[config.mk]
export PLATFORM = sky130hd
export DESIGN_NAME = rocs_top
export DESIGN_NICKNAME = d
export VERILOG_FILES = /design/src/hw/rocs_pkg.sv /design/src/hw/rocs_fir_if.sv /design/src/hw/rocs_fir.sv /design/src/hw/rocs_top.sv
export SDC_FILE = /design/constraint.sdc
export NUM_CORES = 1
export LEC_CHECK = 0
export ABC_AREA = 1
export BUFFER_PORTS_ARGS = -buffer_cell sky130_fd_sc_hd__buf_2
export CAP_MARGIN = 20
export CORE_MARGIN = 2
export CORE_UTILIZATION = 57
export DETAILED_ROUTE_END_ITERATION = 12
export HOLD_SLACK_MARGIN = 0.05
export PLACE_DENSITY = 0.77
export SLEW_MARGIN = 5
export SYNTH_ARGS = -nofsm -noshare
export SYNTH_HDL_FRONTEND = slang
export SYNTH_SLANG_ARGS = --single-unit
[constraint.sdc]
create_clock -name pclk -period 4.1 [get_ports pclk]
set_clock_uncertainty 0.2 [all_clocks]
set_input_delay 0.41 -clock pclk [delete_from_list [all_inputs] [get_ports pclk]]
set_output_delay 0.41 -clock pclk [all_outputs]
set_load 0.03 [all_outputs]
[src/hw/rocs_pkg.sv]
// Constants, register map and state type of the receive offset calibration sequencer
// How it works
// [RL1] Modulator bits taken at half clock rate
// [RL2] Each I/Q word is 15-bit twos complement
// [RL3] Decimation FIR has 288 taps, half-rate
// [RL4] Output meaningless until 288 new taps loaded
// [RL5] Subtract channel offset from filter output
// [RL6] Offset is 10-bit signed twos complement
// [RL7] Offset bits sit at word bits 12..3
// [RL8] Automatic or user offset calibration modes
// [RL9] Auto mode calibrates on each wake-up
// [RL10] Wait 36 symbols after power-on asserts
// [RL11] Then time out the first delay
// [RL12] Auto select low skips calibration entirely
// [RL13] Internal mode shorts inputs; external keeps pins
// [RL14] Average 16 measurements into offset register
// [RL15] Calibration interval lasts 40 x 48 clocks
// [RL16] Second delay timer starts after calibration
// [RL17] Delays 0..255, one unit per bit time
// [RL18] Valid words only after second delay
// [RL19] User mode: host offset never overwritten
// [RL20] Offsets kept while receive path sleeps
// [RL21] User mode: first pair after settling
// [RL22] Receive on if pin or bit high
// [RL23] Auto select bit 1 means automatic
// [RL24] External select 1 keeps pins connected
// [RL25] Power drop abandons sequence, suppresses output
package rocs_pkg;
  // ----------------------------------------
  // Timing
  // ----------------------------------------
  localparam int MCLK_PER_SYMBOL = 48;
  localparam int SETTLE_SYMBOLS = 36;
  localparam int CAL_SYMBOLS = 40;
  localparam int FIR_TAPS = 288;
  localparam int FIR_SETTLE_CYC = FIR_TAPS * 2;
  localparam int AVG_COUNT = 16;
  localparam int AVG_SHIFT = 4;
  localparam logic [15:0] SETTLE_CYC = 16'(SETTLE_SYMBOLS * MCLK_PER_SYMBOL);
  localparam logic [15:0] CAL_CYC = 16'(CAL_SYMBOLS * MCLK_PER_SYMBOL);
  localparam logic [15:0] MEAS_START = 16'(FIR_SETTLE_CYC);
  localparam logic [15:0] MEAS_END = 16'(FIR_SETTLE_CYC + AVG_COUNT * MCLK_PER_SYMBOL);
  localparam logic [5:0] SYM_LAST = 6'(MCLK_PER_SYMBOL - 1);
  localparam logic [4:0] AVG_LAST = 5'(AVG_COUNT);
  // ----------------------------------------
  // Word layout
  // ----------------------------------------
  localparam int WORD_W = 15;
  localparam int OFS_W = 10;
  localparam int OFS_LSB = 3;
  localparam int ACC_W = WORD_W + AVG_SHIFT;
  localparam int FIR_GAIN = 56;
  // ----------------------------------------
  // Register map (byte addresses)
  // ----------------------------------------
  localparam logic [7:0] CTRL_ADDR = 8'h00;
  localparam logic [7:0] DLY1_ADDR = 8'h04;
  localparam logic [7:0] DLY2_ADDR = 8'h08;
  localparam logic [7:0] OFS_I_ADDR = 8'h0c;
  localparam logic [7:0] OFS_Q_ADDR = 8'h10;
  localparam logic [7:0] STAT_ADDR = 8'h14;
  localparam int CTRL_AUTO_BIT = 0;
  localparam int CTRL_EXT_BIT = 1;
  localparam int CTRL_PWR_BIT = 2;
  localparam logic [2:0] CTRL_RST = 3'h0;
  localparam logic [7:0] DLY_RST = 8'h00;
  localparam logic [9:0] OFS_RST = 10'h000;
  // ----------------------------------------
  // Sequencer states
  // ----------------------------------------
  typedef enum logic [2:0] {
    ST_OFF = 3'b000,
    ST_SETTLE = 3'b001,
    ST_DELAY1 = 3'b010,
    ST_CAL = 3'b011,
    ST_DELAY2 = 3'b100,
    ST_RUN = 3'b101
  } rocs_state_type;
endpackage

[src/hw/rocs_fir_if.sv]
// Link between the sequencer and one channel decimation filter
`timescale 1ns/1ps
interface rocs_fir_if;
  logic half_en;
  logic restart;
  logic mod_bit;
  logic [14:0] word;
  logic settled;
  modport seq (output half_en, output restart, output mod_bit, input word, input settled);
  modport fir (input half_en, input restart, input mod_bit, output word, output settled);
endinterface

[src/hw/rocs_fir.sv]
// One channel 288-tap equal-weight decimation filter on the half-rate enable
`timescale 1ns/1ps
module rocs_fir #(
  parameter int TAPS = rocs_pkg::FIR_TAPS,
  parameter int GAIN = rocs_pkg::FIR_GAIN
) (
  input wire logic pclk,
  input wire logic presetn,
  rocs_fir_if.fir bus
);
  import rocs_pkg::*;
  localparam int SUM_W = $clog2(TAPS) + 2;
  localparam int FILL_W = $clog2(TAPS + 1);
  localparam logic [FILL_W-1:0] FILL_FULL = FILL_W'(TAPS);

  logic [TAPS-1:0] taps_ff;
  logic signed [SUM_W-1:0] sum_ff;
  logic [FILL_W-1:0] fill_ff;

  // ----------------------------------------
  // Tap line and running sum
  // ----------------------------------------
  // Running sum avoids a 288-input adder; all-zero taps count as -1 each
  always_ff @(posedge pclk or negedge presetn) begin
    if (!presetn) begin
      taps_ff <= '0;
      sum_ff <= -SUM_W'(TAPS);
    end else if (bus.restart) begin
      taps_ff <= '0;
      sum_ff <= -SUM_W'(TAPS);
    end else if (bus.half_en) begin
      taps_ff <= {taps_ff[TAPS-2:0], bus.mod_bit}; // RL1 RL3
      case ({bus.mod_bit, taps_ff[TAPS-1]})
        2'b10: sum_ff <= sum_ff + SUM_W'(2);
        2'b01: sum_ff <= sum_ff - SUM_W'(2);
        default: sum_ff <= sum_ff;
      endcase
    end
  end

  // Fill count: output is meaningless until every tap is new
  always_ff @(posedge pclk or negedge presetn) begin
    if (!presetn) begin
      fill_ff <= '0;
    end else if (bus.restart) begin
      fill_ff <= '0;
    end else if (bus.half_en && fill_ff != FILL_FULL) begin
      fill_ff <= fill_ff + FILL_W'(1); // RL4
    end
  end

  assign bus.settled = (fill_ff == FILL_FULL);
  assign bus.word = WORD_W'(sum_ff * GAIN); // RL2
endmodule

[src/hw/rocs_top.sv]
// Receive path sequencer: power-up timing, offset calibration, offset removal, APB registers
//
// Chosen here: the APB slave port and the placing of the registers.
`timescale 1ns/1ps
module rocs_top (
  input wire logic pclk,
  input wire logic presetn,
  input wire logic psel,
  input wire logic penable,
  input wire logic pwrite,
  input wire logic [7:0] paddr,
  input wire logic [31:0] pwdata,
  output logic [31:0] prdata,
  output logic pready,
  output logic pslverr,
  input wire logic receive_power_on,
  input wire logic rx_mod_i,
  input wire logic rx_mod_q,
  output logic [rocs_pkg::WORD_W-1:0] rx_word_i,
  output logic [rocs_pkg::WORD_W-1:0] rx_word_q,
  output logic rx_word_valid,
  output logic rx_section_on,
  output logic cal_input_short
);
  import rocs_pkg::*;

  rocs_state_type state_ff;
  rocs_state_type nxt_state;
  logic [2:0] ctrl_ff;
  logic [7:0] dly1_ff;
  logic [7:0] dly2_ff;
  logic [15:0] cnt_ff;
  logic [15:0] cnt_limit;
  logic [5:0] sym_ff;
  logic half_ff;
  logic word_stb;
  logic pwr_on;
  logic [4:0] nsamp_ff;
  logic [31:0] prdata_ff;
  logic pready_ff;
  logic pslverr_ff;
  logic [31:0] rd_data;
  logic addr_hit;
  logic apb_wr;
  logic [OFS_W-1:0] ofs_ff [2];
  logic signed [ACC_W-1:0] acc_ff [2];
  logic [WORD_W-1:0] word_ff [2];
  logic [1:0] mod_vec;
  logic [1:0] settled_vec;
  logic valid_ff;
  logic on_ff;
  logic short_ff;
  logic cal_take;
  logic cal_store;

  // ----------------------------------------
  // Clock dividers
  // ----------------------------------------
  // Half-rate enable and one strobe per bit time (48 clocks)
  always_ff @(posedge pclk or negedge presetn) begin
    if (!presetn) begin
      half_ff <= 1'b0;
      sym_ff <= '0;
    end else begin
      half_ff <= ~half_ff; // RL1
      sym_ff <= (sym_ff == SYM_LAST) ? 6'h00 : sym_ff + 6'h01;
    end
  end

  assign word_stb = (sym_ff == SYM_LAST);
  assign mod_vec = {rx_mod_q, rx_mod_i};

  // Pin and control bit are ORed
  assign pwr_on = receive_power_on | ctrl_ff[CTRL_PWR_BIT]; // RL22

  // ----------------------------------------
  // APB slave
  // ----------------------------------------
  // One wait state: pready is a flop so the read mux stays off the output path
  assign addr_hit = (paddr == CTRL_ADDR) || (paddr == DLY1_ADDR) || (paddr == DLY2_ADDR) ||
                    (paddr == OFS_I_ADDR) || (paddr == OFS_Q_ADDR) || (paddr == STAT_ADDR);
  assign apb_wr = psel && penable && pready_ff && pwrite && addr_hit;

  // Read mux, reserved bits read zero
  always_comb begin
    rd_data = 32'h0000_0000;
    case (paddr)
      CTRL_ADDR: rd_data = {29'h0000_0000, ctrl_ff};
      DLY1_ADDR: rd_data = {24'h00_0000, dly1_ff};
      DLY2_ADDR: rd_data = {24'h00_0000, dly2_ff};
      OFS_I_ADDR: rd_data = {22'h00_0000, ofs_ff[0]};
      OFS_Q_ADDR: rd_data = {22'h00_0000, ofs_ff[1]};
      STAT_ADDR: rd_data = {26'h000_0000, &settled_vec, on_ff, 1'b0, state_ff};
      default: rd_data = 32'h0000_0000;
    endcase
  end

  // Answer handshake and error on unmapped addresses
  always_ff @(posedge pclk or negedge presetn) begin
    if (!presetn) begin
      pready_ff <= 1'b0;
      pslverr_ff <= 1'b0;
      prdata_ff <= '0;
    end else begin
      pready_ff <= psel && penable && !pready_ff;
      pslverr_ff <= psel && penable && !pready_ff && !addr_hit;
      if (psel && penable && !pready_ff && !pwrite) begin
        prdata_ff <= rd_data;
      end
    end
  end

  // Control and delay registers; kept through sleep
  always_ff @(posedge pclk or negedge presetn) begin
    if (!presetn) begin
      ctrl_ff <= CTRL_RST;
      dly1_ff <= DLY_RST;
      dly2_ff <= DLY_RST;
    end else if (apb_wr) begin
      if (paddr == CTRL_ADDR) ctrl_ff <= pwdata[2:0]; // RL8 RL23 RL24
      if (paddr == DLY1_ADDR) dly1_ff <= pwdata[7:0]; // RL17
      if (paddr == DLY2_ADDR) dly2_ff <= pwdata[7:0]; // RL17
    end
  end

  // ----------------------------------------
  // Power-up sequencer
  // ----------------------------------------
  // Length of the current state in clocks; delays are bit-time units
  always_comb begin
    cnt_limit = 16'h0000;
    case (state_ff)
      ST_SETTLE: cnt_limit = SETTLE_CYC; // RL10
      ST_DELAY1: cnt_limit = 16'(dly1_ff * MCLK_PER_SYMBOL); // RL11 RL17
      ST_CAL: cnt_limit = CAL_CYC; // RL15
      ST_DELAY2: cnt_limit = 16'(dly2_ff * MCLK_PER_SYMBOL); // RL16 RL17
      default: cnt_limit = 16'h0000;
    endcase
  end

  // A zero delay still costs one clock in its state
  always_comb begin
    nxt_state = state_ff;
    case (state_ff)
      ST_OFF: if (pwr_on) nxt_state = ST_SETTLE;
      ST_SETTLE: if (cnt_ff == cnt_limit - 16'h0001) nxt_state = ST_DELAY1;
      ST_DELAY1: begin
        if (cnt_limit == 16'h0000 || cnt_ff == cnt_limit - 16'h0001) begin
          nxt_state = ctrl_ff[CTRL_AUTO_BIT] ? ST_CAL : ST_DELAY2; // RL9 RL12 RL23
        end
      end
      ST_CAL: if (cnt_ff == cnt_limit - 16'h0001) nxt_state = ST_DELAY2; // RL15 RL16
      ST_DELAY2: begin
        if (cnt_limit == 16'h0000 || cnt_ff == cnt_limit - 16'h0001) begin
          nxt_state = ST_RUN; // RL18
        end
      end
      ST_RUN: nxt_state = ST_RUN;
      default: nxt_state = ST_OFF;
    endcase
    if (!pwr_on) nxt_state = ST_OFF; // RL25
  end

  always_ff @(posedge pclk or negedge presetn) begin
    if (!presetn) begin
      state_ff <= ST_OFF;
    end else begin
      state_ff <= nxt_state;
    end
  end

  // State timer restarts on every state change
  always_ff @(posedge pclk or negedge presetn) begin
    if (!presetn) begin
      cnt_ff <= '0;
    end else if (nxt_state != state_ff) begin
      cnt_ff <= '0;
    end else if (cnt_ff != 16'hffff) begin
      cnt_ff <= cnt_ff + 16'h0001;
    end
  end

  // ----------------------------------------
  // Calibration measurement
  // ----------------------------------------
  // Inputs shorted until the measurement window ends at MEAS_END, then a resettle stretch
  assign cal_take = (state_ff == ST_CAL) && word_stb && (cnt_ff >= MEAS_START) &&
                    (cnt_ff < MEAS_END) && (nsamp_ff != AVG_LAST); // RL14
  assign cal_store = (state_ff == ST_CAL) && (nxt_state == ST_DELAY2) &&
                     (nsamp_ff == AVG_LAST); // RL14

  always_ff @(posedge pclk or negedge presetn) begin
    if (!presetn) begin
      nsamp_ff <= '0;
    end else if (state_ff != ST_CAL) begin
      nsamp_ff <= '0;
    end else if (cal_take) begin
      nsamp_ff <= nsamp_ff + 5'h01;
    end
  end

  always_ff @(posedge pclk or negedge presetn) begin
    if (!presetn) begin
      short_ff <= 1'b0;
    end else begin
      // On entry the count still belongs to the previous state, so entry in internal mode always shorts
      short_ff <= (nxt_state == ST_CAL) && !ctrl_ff[CTRL_EXT_BIT] &&
                  (state_ff != ST_CAL || cnt_ff < MEAS_END - 16'h0001); // RL13 RL24
    end
  end

  // ----------------------------------------
  // Per-channel filter, offset and output
  // ----------------------------------------
  for (genvar g = 0; g < 2; g++) begin : g_chan
    localparam logic [7:0] OFS_ADDR = 8'(OFS_I_ADDR + 8'(4 * g));
    logic signed [15:0] diff;
    rocs_fir_if fir_bus ();

    assign fir_bus.half_en = half_ff;
    assign fir_bus.restart = (state_ff == ST_OFF); // RL4 RL25
    assign fir_bus.mod_bit = mod_vec[g];
    assign settled_vec[g] = fir_bus.settled;

    rocs_fir u_fir (
      .pclk(pclk),
      .presetn(presetn),
      .bus(fir_bus.fir)
    );

    // Offset sits at word bits 12..3, sign carried above
    assign diff = $signed({fir_bus.word[WORD_W-1], fir_bus.word}) -
                  $signed({{3{ofs_ff[g][OFS_W-1]}}, ofs_ff[g], 3'h0}); // RL5 RL6 RL7

    // Sum of 16 words; divide by 16 is a bit slice at store time
    always_ff @(posedge pclk or negedge presetn) begin
      if (!presetn) begin
        acc_ff[g] <= '0;
      end else if (state_ff != ST_CAL) begin
        acc_ff[g] <= '0;
      end else if (cal_take) begin
        acc_ff[g] <= acc_ff[g] + {{AVG_SHIFT{fir_bus.word[WORD_W-1]}}, fir_bus.word}; // RL14
      end
    end

    // Calibration result wins over a host write in the same cycle
    always_ff @(posedge pclk or negedge presetn) begin
      if (!presetn) begin
        ofs_ff[g] <= OFS_RST;
      end else if (cal_store) begin
        ofs_ff[g] <= acc_ff[g][OFS_LSB+AVG_SHIFT +: OFS_W]; // RL14 RL7
      end else if (apb_wr && paddr == OFS_ADDR) begin
        ofs_ff[g] <= pwdata[OFS_W-1:0]; // RL19 RL20
      end
    end

    // Saturate rather than wrap when the offset pushes past full scale
    always_ff @(posedge pclk or negedge presetn) begin
      if (!presetn) begin
        word_ff[g] <= '0;
      end else if (state_ff == ST_OFF) begin
        word_ff[g] <= '0;
      end else if (state_ff == ST_RUN && word_stb && fir_bus.settled) begin
        if (diff > 16'sh3fff) begin
          word_ff[g] <= 15'h3fff;
        end else if (diff < 16'shc000) begin
          word_ff[g] <= 15'h4000;
        end else begin
          word_ff[g] <= diff[WORD_W-1:0]; // RL2 RL5
        end
      end
    end
  end

  // ----------------------------------------
  // Output flags
  // ----------------------------------------
  // Valid pulse once per bit time, only with settled filters
  always_ff @(posedge pclk or negedge presetn) begin
    if (!presetn) begin
      valid_ff <= 1'b0;
      on_ff <= 1'b0;
    end else begin
      valid_ff <= (state_ff == ST_RUN) && pwr_on && word_stb && (&settled_vec); // RL18 RL21 RL25
      on_ff <= pwr_on; // RL22
    end
  end

  assign prdata = prdata_ff;
  assign pready = pready_ff;
  assign pslverr = pslverr_ff;
  assign rx_word_i = word_ff[0];
  assign rx_word_q = word_ff[1];
  assign rx_word_valid = valid_ff;
  assign rx_section_on = on_ff;
  assign cal_input_short = short_ff;
endmodule

### Yosys cells after proc, flatten, opt, wreduce, memory -nomap -nowiden

Cells that the tools add are included.

| word-level totals | value |
|---|---|
| flip-flop bits (word level) | 791 |
| bits of input ports | 48 |
| output and inout port bits | 67 |
| word-level logic and storage cells | 180 |

| operators by class | value |
|---|---|
| add/sub/neg operators | 14 |
| $mul | 4 |
| $lt $le $gt $ge | 7 |
| eq/ne operators | 27 |
| multiplexer cells | 44 |
| bitwise logic cells | 2 |
| reduce and logical (&&, ||, !) cells | 56 |

Operator list:

| kind | count |
|---|---|
| 288-bit two-way mux | 4 |
| 15-bit two-way mux | 8 |
| 19-bit two-way mux | 4 |
| 10-bit case mux with 6 select lines | 1 |
| 14-bit case mux with 4 select lines | 1 |
| 11-bit two-way mux | 4 |
| 11-bit case mux with 2 select lines | 2 |
| 10-bit two-way mux | 4 |
| 19-bit adder | 2 |
| 9-bit two-way mux | 4 |
| 16-bit by 15-bit greater-than comparator with 1-bit output, second input constant | 2 |
| 16-bit by 11-bit < comparator with 1-bit output, second input constant | 2 |
| 16-bit by 15-bit < comparator with 1-bit output, second input constant | 2 |
| 16-bit two-way mux | 2 |
| 15-bit by 13-bit subtractor with 16-bit output | 2 |
| 1-bit logical AND | 25 |
| 11-bit by 4-bit multiplier with 12-bit output, second input constant | 2 |
| 11-bit by 3-bit adder with 11-bit output, second input constant | 2 |
| 11-bit by 3-bit subtractor with 11-bit output, second input constant | 2 |
| 8-bit by 2-bit multiplier with 10-bit output, second input constant | 2 |
| 9-bit by 1-bit adder with 9-bit output, second input constant | 2 |
| 9-bit equality test, second input constant | 2 |
| 3-bit two-way mux | 6 |
| 9-bit inequality test, second input constant | 2 |
| other kinds (33) | 65 |

### Depth between registers and ports, before layout

| logic depth | value |
|---|---|
| depth after elaboration | 12 |
| mapped depth | 29 |
| mapped depth without buffers | 28 |

### By module

A second synthesis with hierarchy kept.

| unflattened totals | value |
|---|---|
| cell total of the unflattened synthesis | 4631 |
| area, all modules | 38114.1 µm² |

By module, submodules not included:

| module | instances | cells each | area each (µm²) | sequential area each (µm²) |
|---|---|---|---|---|
| rocs_fir (g_chan[0].u_fir) | 1 | 1566 | 13559.3 | 7688.6 |
| rocs_fir (g_chan[1].u_fir) | 1 | 1561 | 13539.2 | 7688.6 |
| rocs_top | 1 | 1504 | 11015.6 | 3728.6 |

### Worst setup path after synthesis

No wires, ideal clock.

| timing path | value |
|---|---|
| path type | reg2reg |
| start | register g_chan[0].u_fir.sum_ff[2] |
| end | register word_ff, in the netlist rx_word_i[4] |
| library setup time | 137 ps |
| arrival time | 3953 ps |
| data required time | 3763 ps |
| slack | -189 ps |
| stages on the path, launching flop included | 25 |
| buffers on the path | 1 |
| clock period less this slack | 4289 ps |
| path through | dfrtp_1 -> ha_1 -> inv_1 -> fa_1 -> inv_1 -> ha_1 -> nand2_1 -> o21ai_0 -> xnor2_1 -> inv_1 -> ha_1 -> a21oi_1 -> o221ai_1 -> nand2_1 -> nand2_1 -> nand2_1 -> nand2_1 -> a21oi_1 -> nor2_1 -> nor2_1 -> xor2_1 -> inv_1 -> o21ai_0 -> clkbuf_1 -> o21ai_0 |

| on the way | value |
|---|---|
| cells in the longest elaborated chain, start to end | 7 |
| elaborated cells on any way between the ends | 8 |
| classes of those cells | add/sub (1); mul (1); order compare (2); mux (4) |

RTL lines:

| item | RTL line | source |
|---|---|---|
| start, declared | rocs_fir.sv:17 | `logic signed [SUM_W-1:0] sum_ff;` |
| start signal, assigned | rocs_fir.sv:27 | `sum_ff <= -SUM_W'(TAPS);` |
| start signal, assigned | rocs_fir.sv:30 | `sum_ff <= -SUM_W'(TAPS);` |
| start signal, assigned | rocs_fir.sv:34 | `2'b10: sum_ff <= sum_ff + SUM_W'(2);` |
| 11-bit by 4-bit multiplier with 12-bit output (*) | rocs_fir.sv:53 | `assign bus.word = WORD_W'(sum_ff * GAIN);` |
| 15-bit by 13-bit subtractor with 16-bit output (*) | rocs_top.sv:232 | `assign diff = $signed({fir_bus.word[WORD_W-1], fir_bus.word}) -` |
| 16-bit by 15-bit < comparator with 1-bit output | rocs_top.sv:266 | `end else if (diff < 16'shc000) begin` |
| 15-bit two-way mux | rocs_top.sv:266 |  |
| 15-bit two-way mux (*) | rocs_top.sv:264 | `if (diff > 16'sh3fff) begin` |
| 15-bit two-way mux (*) | rocs_top.sv:263 | `end else if (state_ff == ST_RUN && word_stb && fir_bus.settled) begin` |
| 15-bit two-way mux (*) | rocs_top.sv:261 | `end else if (state_ff == ST_OFF) begin` |
| end signal, assigned by index | rocs_top.sv:269 | `word_ff[g] <= diff[WORD_W-1:0];` |
| end, declared | rocs_top.sv:47 | `logic [WORD_W-1:0] word_ff [2];` |

Mark *: on every way between the ends. The rest lies on a longest branch, timed or not. The select of a mux whose other input is x is not followed.
A chain may end at the register's enable or synchronous reset.

### Worst setup path after layout

| timing path | value |
|---|---|
| start | register g_chan[0].u_fir.sum_ff[2] |
| end | register word_ff, in the netlist rx_word_i[9] |

Same word-level chain as after synthesis.

==> flow_metrics.tcl <==
set metrics [dict create \
    status "complete, but fails checks" \
    synth.top_cell.area_share_pct 48.1 \
    drtIter0Drc 2612 \
    crit_required_ps 4380 \
    holdWs_ps 223 \
    cts-root-buf "clkbuf_16" \
    clockBufferDepth 3 \
    cts_tree "built" \
    total_power_mw 18.5 \
    drtAntennaViolNets 0 \
    cp-start-kind "register" \
    yosysTopAreaCell "dfrtp_1" \
    core_area_um2 67000 \
    cp_max_fo 5 \
    crit_type "reg -> reg" \
    ys_ff_latch 751 \
    ys_seq_area_share_pct 48.8 \
    fin_crit_ps 4440 \
    yosysWarningCount 0 \
    dieArea_um2 69700 \
    area_growth_pct 14.8 \
    endpoint_kind "register" \
    vias_per_cell 5.16 \
    max_stage_delay_ps 500 \
    slew_violations 0 \
    p_seq_share_pct 40.8 \
    dp_worst_setup_slack_ps -262 \
    min-delay-path-class "in -> async" \
    grt_max_degree 197 \
    overflow 0 \
    layout-drive-gt1-share_pct 11.1 \
    io_pins 115 \
    avgSynthCellArea_um2 7.99 \
    clkTransAtPathRegs_ps 60 \
    die_w_um 264 \
    die_h_um 264 \
    rsz0062_at_grt "yes" \
    placed_area_um2 40300 \
    violations "negative setup slack" \
    htree_num_levels 3 \
    yosys-top-cells-area "dfrtp_1 (48%), inv_1 (14%), a31oi_1 (9.4%)" \
    port_buffers 70 \
    hold_viol 0 \
    cp_data_arrival_time_ps 4730 \
    netlist_instances 4818 \
    combPwrFrac_pct 19.1 \
    routabilityCongestion 0.919 \
    initial_utilization_pct 57.4 \
    worst_pin_slew_ps 1100 \
    timing.final.crit_share_pct 108 \
    ys_top_cells_by_count "inv_1 (1466), dfrtp_1 (741), nor2_1 (710)" \
    swShare_pct 27.6 \
    synth_area_um2 38500 \
    timing.final.ws_setup_ps -343 \
    synth_ff_type "dfrtp_1" \
    first_pass_iters 5 \
    vdd_drop_max_v 0.000400 \
    relSlewSlack_pct 26.6 \
    antenna_found_initial 1 \
    synthArstFlopShare_pct 100 \
    synth.most_common_cell "inv_1" \
    clkPwrFrac_pct 40.1 \
    insertion_delay_ps 640 \
    dpl.hpwl_um 46800 \
    cts_buffers 81 \
    clock_sinks 751 \
    wl_um 80300 \
    p_sw_mw 5.12 \
    vias 30303 \
    drc_errors 0 \
    track_usage_pct 22.4 \
    p_int_mw 13.4 \
    grt_pass1_wl_um 134000 \
    synth.distinct_cells 51 \
    maxCapViolCount 0 \
    setup_violations 24 \
    stdcell_area_um2 44200 \
    wl_per_cell_um 13.7 \
    synth_edf_count 0 \
    num_rows 95 \
    fin_nets 5126 \
    leakage_nw 24.5 \
    critPathSlowestCell "fa_1" \
    p_per_area_nw_per_um2 419 \
    max_freq_mhz 225 \
    grt_pass1_vias 28477 \
]
[sequential cells by signal, indices dropped and copies added (netlist names), 10 cells and up]
name	flops
g_chan.u_fir.taps_ff	576
rx_word_q	13
acc_ff	26
rx_word_i	13
g_chan.u_fir.sum_ff	20
cnt_ff	16
ofs_ff	20
g_chan.u_fir.fill_ff	18
prdata	10
[metrics by stage]
stage	util (%)	TNS (ps)	instances
6_report	66.0	-5160	5874
5_1_grt	65.9	-11210	5872
4_1_cts	65.0	-288	5855
3_5_place_dp	60.2	-5410	5683
3_3_place_gp	60.2	-2970	5683
2_1_floorplan	-	0	4840
[cells in the final DEF (no fill, tap or decap), types with 67 or more instances in the layout]
cell type and count:
nand2_1 294, buf_2 69, nor2_1 698, clkbuf_16 84, inv_1 1445, dfrtp_1 737, ha_1 93, nand3_1 126
buf_4 141, o21ai_0 67, a21oi_1 73, a31oi_1 578
[critical path, delay by kind of cell (launching register included)]
kind / cells / cell delay [ps]
fa+ha+maj: 4 / 1380
simple gates: 10 / 870
compound gates: 4 / 600
buf+inv: 6 / 460
flops: 1 / 430
xor+xnor: 2 / 350
[power by group through the flow]
stage          registers, mW  logic [mW]  clock network, mW
6_report                7.57        3.54               7.43
5_1_grt                 7.57        3.88               7.87
4_1_cts                 7.56        3.08               7.58
3_5_place_dp            7.69        2.83                  0
3_3_place_gp            7.69        2.78                  0
2_1_floorplan           7.70        1.76                  0
[worst paths after layout]
path,startpoint,to,slack (ps),depth (start not counted)
min in group pclk,paddr[1],ctrl_ff[1]$_DFFE_PN0P_,230,6
setup / recovery,g_chan[0].u_fir.sum_ff[2]$_DFFE_PN0P_,rx_word_i[9]$_DFFE_PN0P_,-340,26
hold / removal,presetn,g_chan[1].u_fir.sum_ff[8]$_DFFE_PN0P_,220,2
setup reg to reg,g_chan[0].u_fir.sum_ff[2]$_DFFE_PN0P_,rx_word_i[9]$_DFFE_PN0P_,-340,26
max in group asynchronous,presetn,state_ff[1]$_DFF_PN0_,2390,3
hold reg to reg,sym_ff[0]$_DFF_PN0_,sym_ff[0]$_DFF_PN0_,260,1
[area by class of cell]
class                           instances  area, um^2
Clock inverter                         26         322
Tap cell                              873        1090
Multi-Input combinational cell       2368       13900
Clock buffer                          123        2420
Timing Repair Buffer                  256        2100
Antenna cell                            2        5.00
Sequential cell                       751       18800
Fill cell                            5245       22800
Inverter                             1475        5540
[metal layers]
metal | global-route usage (%) | part of all wire, %
met4 | 7.29 | 2.7
met3 | 3.22 | 4.5
met1 | 31.3 | 45
met2 | 36.2 | 48
met5 | 0 | 0
[what timing repair did]
action | CTS | global route
cloned | 1 | 2
hold buffers | 16 | 0
endpoints found under the hold margin | 118 | 0
pin swaps | 19 | 86
resized for setup | 46 | 127
buffers inserted | 6 | 16
setup endpoints to repair | 32 | 72
[cells by family after synthesis]
logic type	after synthesis	synth area share, %
compound gates	865	13.8
xor+xnor	67	1.52
fa+ha+maj	145	5.14
buf+inv	1721	17.1
flops	751	48.8
mux	8	0.234
other cells	2	0.0195
simple gates	1259	13.4
Note: power is estimated with default switching activity, not from simulation.
